`config.mk`:
```
export PLATFORM = sky130hd
export DESIGN_NAME = tpp_regs
export DESIGN_NICKNAME = d
export VERILOG_FILES = /design/src/hw/tpp_pkg.sv /design/src/hw/tpp_regs.sv
export SDC_FILE = /design/constraint.sdc
export NUM_CORES = 1
export LEC_CHECK = 0
export ABC_AREA = 1
export BUFFER_PORTS_ARGS = -buffer_cell sky130_fd_sc_hd__buf_2
export CORE_MARGIN = 1
export CORE_UTILIZATION = 43
export CTS_CLUSTER_DIAMETER = 40
export DETAILED_ROUTE_END_ITERATION = 6
export PLACE_DENSITY = 0.92
export SLEW_MARGIN = 25
export SYNTH_ARGS = -nofsm -noshare
export SYNTH_HDL_FRONTEND = slang
export SYNTH_SLANG_ARGS = --single-unit
export TNS_END_PERCENT = 10
```
`constraint.sdc`:
```
create_clock -name sys_clk -period 1.6 [get_ports sys_clk]
set_input_delay 0.16 -clock sys_clk [delete_from_list [all_inputs] [get_ports sys_clk]]
set_output_delay 0.16 -clock sys_clk [all_outputs]
set_load 0.005 [all_outputs]
```
`src/hw/tpp_pkg.sv`:
```
package tpp_pkg;

    // ------------------------------------------------------------
    // Register port geometry
    // ------------------------------------------------------------
    localparam int TPP_ADDR_W = 16;
    localparam int TPP_DATA_W = 16;
    localparam int TPP_TYPE_W = 6;

    // Leading address nibble that marks the managed device space
    localparam logic [3:0] TPP_SPACE_NIBBLE = 4'h1;

    // ------------------------------------------------------------
    // Register offsets
    // ------------------------------------------------------------
    localparam logic [15:0] TPP_ADDR_CONTROL_ONE = 16'h1000;
    localparam logic [15:0] TPP_ADDR_CONTROL_TWO = 16'h1007;
    localparam logic [15:0] TPP_ADDR_TRANSMIT_OFF = 16'h1009;
    localparam logic [15:0] TPP_ADDR_EXT_CAP_TWO = 16'h100b;
    localparam logic [15:0] TPP_ADDR_T1_EXT_CAP = 16'h1012;

    // ------------------------------------------------------------
    // Field positions
    // ------------------------------------------------------------
    localparam int TPP_RESET_BIT = 15;
    localparam int TPP_TYPE_MSB = 5;
    localparam int TPP_TYPE_LSB = 0;
    localparam int TPP_TXOFF_BIT = 0;
    localparam int TPP_T1_EXT_FLAG_BIT = 11;
    localparam int TPP_GIGABIT_BIT = 1;
    localparam int TPP_FAST_BIT = 0;

    // ------------------------------------------------------------
    // Reset values and fixed capability flags
    // ------------------------------------------------------------
    localparam logic [5:0] TPP_TYPE_RESET = 6'h3d;
    localparam logic TPP_TXOFF_RESET = 1'b0;
    localparam logic TPP_T1_EXT_CAPABILITY_FLAG = 1'b1;
    localparam logic TPP_GIGABIT_T1_CAPABLE = 1'b1;
    localparam logic TPP_FAST_T1_CAPABLE = 1'b0;
    localparam logic [15:0] TPP_EXT_CAP_TWO_VALUE = 16'h0800;
    localparam logic [15:0] TPP_T1_EXT_CAP_VALUE = 16'h0002;
    localparam logic [15:0] TPP_ZERO_WORD = 16'h0000;

endpackage

```
`src/hw/tpp_regs.sv`:
```
`timescale 1ns/10ps
module tpp_regs (
    // Clock and reset
    input wire logic sys_clk,
    input wire logic srst,
    // Register port
    input wire logic [tpp_pkg::TPP_ADDR_W-1:0] reg_addr,
    input wire logic reg_wr_en,
    input wire logic [tpp_pkg::TPP_DATA_W-1:0] reg_wr_data,
    input wire logic reg_rd_en,
    output logic [tpp_pkg::TPP_DATA_W-1:0] reg_rd_data,
    output logic reg_rd_valid,
    // Control outputs to the PMA/PMD
    output logic pmd_reset,
    output logic tx_disable,
    output logic [tpp_pkg::TPP_TYPE_W-1:0] pma_type_select
);
    import tpp_pkg::*;

    // ------------------------------------------------------------
    // Address decode
    // ------------------------------------------------------------

    // True when the address names the given register in device space
    function automatic logic addr_is(input logic [15:0] addr, input logic [15:0] target);
        addr_is = (addr[15:12] == TPP_SPACE_NIBBLE) && (addr == target);
    endfunction

    logic wr_ctrl_one;
    logic wr_ctrl_two;
    logic wr_txoff;
    logic [15:0] rd_word;

    // Write strobes per register; capability registers have none
    assign wr_ctrl_one = reg_wr_en && addr_is(reg_addr, TPP_ADDR_CONTROL_ONE);
    assign wr_ctrl_two = reg_wr_en && addr_is(reg_addr, TPP_ADDR_CONTROL_TWO);
    assign wr_txoff = reg_wr_en && addr_is(reg_addr, TPP_ADDR_TRANSMIT_OFF);

    // ------------------------------------------------------------
    // Storage
    // ------------------------------------------------------------
    logic pmd_reset_reg;
    logic tx_off_reg;
    logic [5:0] type_sel_reg;
    logic [15:0] rd_data_reg;
    logic rd_valid_reg;

    // Self-clearing PMA/PMD reset: high for one cycle per write of one
    always_ff @(posedge sys_clk) begin
        if (srst) begin
            pmd_reset_reg <= 1'b0;
        end else begin
            pmd_reset_reg <= wr_ctrl_one && reg_wr_data[TPP_RESET_BIT];
        end
    end

    // Type selection field; the PMA/PMD reset takes priority over a write
    always_ff @(posedge sys_clk) begin
        if (srst || pmd_reset_reg) begin
            type_sel_reg <= TPP_TYPE_RESET;
        end else if (wr_ctrl_two) begin
            type_sel_reg <= reg_wr_data[TPP_TYPE_MSB:TPP_TYPE_LSB];
        end
    end

    // Transmit-off bit; upper bits of the write are dropped
    always_ff @(posedge sys_clk) begin
        if (srst || pmd_reset_reg) begin
            tx_off_reg <= TPP_TXOFF_RESET;
        end else if (wr_txoff) begin
            tx_off_reg <= reg_wr_data[TPP_TXOFF_BIT];
        end
    end

    // ------------------------------------------------------------
    // Read path
    // ------------------------------------------------------------

    // Assemble the read word; reserved bits and unmapped addresses give zero
    always_comb begin
        rd_word = TPP_ZERO_WORD;
        if (addr_is(reg_addr, TPP_ADDR_CONTROL_ONE)) begin
            rd_word[TPP_RESET_BIT] = pmd_reset_reg;
        end else if (addr_is(reg_addr, TPP_ADDR_CONTROL_TWO)) begin
            rd_word[TPP_TYPE_MSB:TPP_TYPE_LSB] = type_sel_reg;
        end else if (addr_is(reg_addr, TPP_ADDR_TRANSMIT_OFF)) begin
            rd_word[TPP_TXOFF_BIT] = tx_off_reg;
        end else if (addr_is(reg_addr, TPP_ADDR_EXT_CAP_TWO)) begin
            rd_word[TPP_T1_EXT_FLAG_BIT] = TPP_T1_EXT_CAPABILITY_FLAG;
        end else if (addr_is(reg_addr, TPP_ADDR_T1_EXT_CAP)) begin
            rd_word[TPP_GIGABIT_BIT] = TPP_GIGABIT_T1_CAPABLE;
            rd_word[TPP_FAST_BIT] = TPP_FAST_T1_CAPABLE;
        end
    end

    // Registered read data, captured on each read request
    always_ff @(posedge sys_clk) begin
        if (srst) begin
            rd_data_reg <= TPP_ZERO_WORD;
        end else if (reg_rd_en) begin
            rd_data_reg <= rd_word;
        end
    end

    // Read valid pulses one cycle after the request
    always_ff @(posedge sys_clk) begin
        if (srst) begin
            rd_valid_reg <= 1'b0;
        end else begin
            rd_valid_reg <= reg_rd_en;
        end
    end

    // Outputs
    assign reg_rd_data = rd_data_reg;
    assign reg_rd_valid = rd_valid_reg;
    assign pmd_reset = pmd_reset_reg;
    assign tx_disable = tx_off_reg;
    assign pma_type_select = type_sel_reg;
endmodule // tpp_regs

```
# [Word level (Yosys, flattened, before mapping)]
# Index checks and enable logic that the tools add are counted.
[totals] regBits=17 input_bits=36 out_inout_bits=25 wordCells=33
[classes] n_eq_ne=6 mux=12 n_reduce_logical=10
[op_table] operator="== test 16 x 13 -> 1 bit, second input constant" n=5
[op_table] operator="logical AND 1 bit" n=9
[op_table] operator="2-to-1 mux 1 bit" n=7
[op_table] operator="2-to-1 mux 2 bit" n=3
[op_table] operator="2-to-1 mux 6 bit" n=1
[op_table] operator="== test 4 x 1 -> 1 bit, second input constant" n=1
[op_table] operator="2-to-1 mux 4 bit" n=1
[op_table] operator="logical OR 1 bit" n=1

# [Longest topological paths before layout]
[logic_depth] depth_word=7 ltp_mapped=9

# [Worst setup path before layout]
# Ideal clock, no wire load.
[synth_path] path_type="input to register" from="input reg_addr[9] (netlist bit)" to="register rd_data_reg[1] (netlist: reg_rd_data[1])" setup_ns=0.067 t_arrival_ns=0.883 t_required_ns=1.533 setup_slack_ns=0.650 cell_stages=8 path_cell_list="nor2_2 > nand2_1 > nor2_2 > buf_4 > nand3_1 > nand2_1 > nand2_1 > a21oi_2"
[synth_via] elab_chain_len=7 elab_cells_between_ends=15 classes_between="5 x eq/ne; 5 x mux; 5 x reduce/logical"
[synth_rtl] element="start: declaration" line_no="tpp_regs.sv:7" source="input wire logic [tpp_pkg::TPP_ADDR_W-1:0] reg_addr,"
[synth_rtl] element="== test 16 x 13 -> 1 bit" line_no="tpp_regs.sv:26" source="addr_is = (addr[15:12] == TPP_SPACE_NIBBLE) && (addr == target);"
[synth_rtl] element="logical AND 1 bit" line_no="tpp_regs.sv:26"
[synth_rtl] element="2-to-1 mux 2 bit" line_no="tpp_regs.sv:90" source="end else if (addr_is(reg_addr, TPP_ADDR_T1_EXT_CAP)) begin"
[synth_rtl] element="2-to-1 mux 2 bit" line_no="tpp_regs.sv:88" source="end else if (addr_is(reg_addr, TPP_ADDR_EXT_CAP_TWO)) begin"
[synth_rtl] element="2-to-1 mux 1 bit" line_no="tpp_regs.sv:86" source="end else if (addr_is(reg_addr, TPP_ADDR_TRANSMIT_OFF)) begin"
[synth_rtl] element="2-to-1 mux 2 bit" line_no="tpp_regs.sv:84" source="end else if (addr_is(reg_addr, TPP_ADDR_CONTROL_TWO)) begin"
[synth_rtl] element="2-to-1 mux 6 bit *" line_no="tpp_regs.sv:82" source="if (addr_is(reg_addr, TPP_ADDR_CONTROL_ONE)) begin"
[synth_rtl] element="end signal: assignment" line_no="tpp_regs.sv:101" source="rd_data_reg <= rd_word;"
[synth_rtl] element="end: declaration" line_no="tpp_regs.sv:45" source="logic [15:0] rd_data_reg;"
# Every way passes the cells marked *; elsewhere a longest branch is shown, timed or not.
# A chain may end at the register's enable or synchronous reset.

# [Worst setup path in the final report]
[layout_path] from="register type_sel_reg[1] (netlist: pma_type_select[1])" to="output pma_type_select[1] (netlist bit)"
[layout_lines] element="start: declaration" line_no="tpp_regs.sv:44" source="logic [5:0] type_sel_reg;"
[layout_lines] element="start signal: assignment" line_no="tpp_regs.sv:62" source="type_sel_reg <= reg_wr_data[TPP_TYPE_MSB:TPP_TYPE_LSB];"
[layout_lines] element="end: declaration" line_no="tpp_regs.sv:16" source="output logic [tpp_pkg::TPP_TYPE_W-1:0] pma_type_select"
# No word-level cell between the ends.

==> impl_metrics.tcl <==
set metrics [dict create \
    status "complete, no violations" \
    synth_top_cell_by_area "dfxtp_1" \
    dieArea_mm2 0.00224 \
    fin_nets 202 \
    synth.area.top_cells "dfxtp_1, nand2_1, buf_4, nand3_1, nor2_1" \
    synthCells 122 \
    start_util 0.454 \
    fill_cells 179 \
    tns_ps 0 \
    post_cts_buffers 0 \
    synth_edf_count 0 \
    clockBufferDepth 2 \
    cts_sinks 17 \
    crit_path_start_kind "register" \
    wl_per_cell_um 9.88 \
    yosysTopAreaCellShare 0.386 \
    antenna_found_initial 0 \
    hp-class "in2reg" \
    gr-total-overflow 0 \
    port-buffer-count 43 \
    yosysMostFrequentCell "nand2_1" \
    die_width_um 47.3 \
    post-dp-hpwl_um 1510 \
    cts_buffers 3 \
    cp.buffers_inverters 1 \
    crit_family "flip-flops" \
    critPathLaunch "pma_type_select[1]$_SDFFE_PP0P_" \
    timing.hold.ws_ps 48.7 \
    insertion_delay_ps 300 \
    endpoint "pma_type_select[1]" \
    grt_use_total 0.191 \
    slowest_delay_ps 390 \
    coreArea_mm2 0.00194 \
    fmax_mhz 1010 \
    placed_area_mm2 0.00108 \
    avgSynthCellArea_um2 7.23 \
    cts_tree "built" \
    place.gp.congestion 0.670 \
    setup_viol 0 \
    r2r_end "tx_disable$_SDFFE_PP0P_" \
    vias_per_cell 4.67 \
    r2r_slack_ps 620 \
    htree_levels 1 \
    final_cell_area_mm2 0.00111 \
    reg2regPathDepth 2 \
    path_clk_slew_ps 100 \
    fp-row-count 16 \
    crit_fanout 3 \
    min_period_ps 990 \
    peakVddDrop_mv 0.602 \
    worstSetupPathType "reg2out" \
    rsz0062_at_grt "false" \
    reg2reg_from "pmd_reset$_SDFF_PP0_" \
    ys.flop_type "dfxtp_1" \
    drv_cap 0 \
    syn_to_final_growth_pct 25.7 \
    cts_root_buffer "clkbuf_4" \
    yosysWarningCount 0 \
    cts_hold_buf 0 \
    cp.arrival_ps 830 \
    drc 0 \
    synth.distinct_cells 22 \
    ys_ff_latch 17 \
    crit_chain "buf_2" \
    largest_reg_flops 8 \
    insertedDiodeCount 0 \
    grt_pass1_vias 761 \
    finalCritPeriodShare 0.619 \
    grt_pass1_wl_um 3010 \
    cp-end-kind "output port" \
    power_density_mw_per_mm2 670 \
    drt-total-wl_um 1900 \
    fin_skew_ps 1.06 \
    grt_max_degree 13 \
    die-height_um 47.3 \
    hold_violations 0 \
    ys_async_sr_fraction 0 \
    crit_slowest_cell "dfxtp_1" \
    io_pins 61 \
    syn-cell-area_um2 882 \
    drive_above_1_share 0.370 \
    critPathRequiredTime_ps 1440 \
    seq_area_frac_synth 0.386 \
    drtAntennaViolNets 0 \
    drtPass1Iterations 4 \
    place_inst 188 \
    cts-resized-gates 0 \
    netlist_top_cells_count "nand2_1, dfxtp_1, nor2_1" \
    first_iter_violations 7 \
    cp.depth 1 \
    power.total_mw 0.742 \
    drv_slew 0 \
    p_leak_nw 0.522 \
    via_count 896 \
    fin_cells 192 \
]
-- cell type report --
| class | instances | area (um2) | area share |
|---|---|---|---|
| tap | 27 | 33.8 | 0.0305 |
| inverter | 7 | 31.3 | 0.0282 |
| clock buffer | 3 | 22.5 | 0.0203 |
| sequential | 17 | 340 | 0.307 |
| timing repair buffer | 43 | 215 | 0.194 |
| multi-input combinational | 94 | 460 | 0.415 |
| clock inverter | 1 | 5.00 | 0.00451 |
-- metrics by stage --
step | worst slack, ps | utilization
2_1_floorplan | 650 | -
3_3_place_gp | 379 | 0.557
3_5_place_dp | 346 | 0.557
4_1_cts | 601 | 0.571
5_1_grt | 432 | 0.571
6_report | 610 | 0.571
-- layer usage --
metal / vias up / routed length (um) / track usage / part of all wire
met5: - / 0 / 0 / 0
met4: 0 / 57 / 0.0800 / 0.030
met3: 7 / 116 / 0.0615 / 0.061
met2: 28 / 905 / 0.301 / 0.48
met1: 391 / 817 / 0.238 / 0.43
li1: 470 / - / - / -
-- worst min path at each step --
| stage | startpoint | end | slack (ps) | depth (start not counted) |
|---|---|---|---|---|
| after CTS | reg_wr_data[2] | pma_type_select[2]$_SDFFE_PP1P_ | 50 | 3 |
| after floorplan | reg_wr_data[0] | pma_type_select[0]$_SDFFE_PP1P_ | 270 | 2 |
| after detailed placement | reg_wr_data[4] | pma_type_select[4]$_SDFFE_PP1P_ | 370 | 3 |
| final | reg_wr_data[4] | pma_type_select[4]$_SDFFE_PP1P_ | 50 | 3 |
| after global routing | reg_wr_data[2] | pma_type_select[2]$_SDFFE_PP1P_ | 50 | 3 |
| after global placement | reg_wr_data[4] | pma_type_select[4]$_SDFFE_PP1P_ | 360 | 3 |
-- layout by cell type (no fill, tap or decap), types with 3 or more instances in the layout --
master    synthesis  routed
inv_1             5       5
clkbuf_4          0       3
nand2_1          32      32
nor2_1           15      15
nor2_2            5       5
buf_2             1      43
conb_1            1       8
dfxtp_1          17      17
nand4_1           6       6
nand3_1          12      12
a21oi_1           7       7
-- cells by family after synthesis --
kind of cell / synth area share
AO/OA/AOI/OAI: 0.0681
buffers and inverters: 0.122
flip-flops: 0.386
other: 0.00425
AND/OR/NAND/NOR: 0.420
-- power by group --
| part | leakage, nW | switching, mW | total [mW] | internal, mW |
|---|---|---|---|---|
| clock | 0.0177 | 0.146 | 0.239 | 0.0935 |
| combinational | 0.367 | 0.0464 | 0.0790 | 0.0326 |
| sequential | 0.137 | 0.000232 | 0.424 | 0.424 |
| total | 0.522 | 0.192 | 0.742 | 0.550 |
Power figures use the tool's default switching activity.
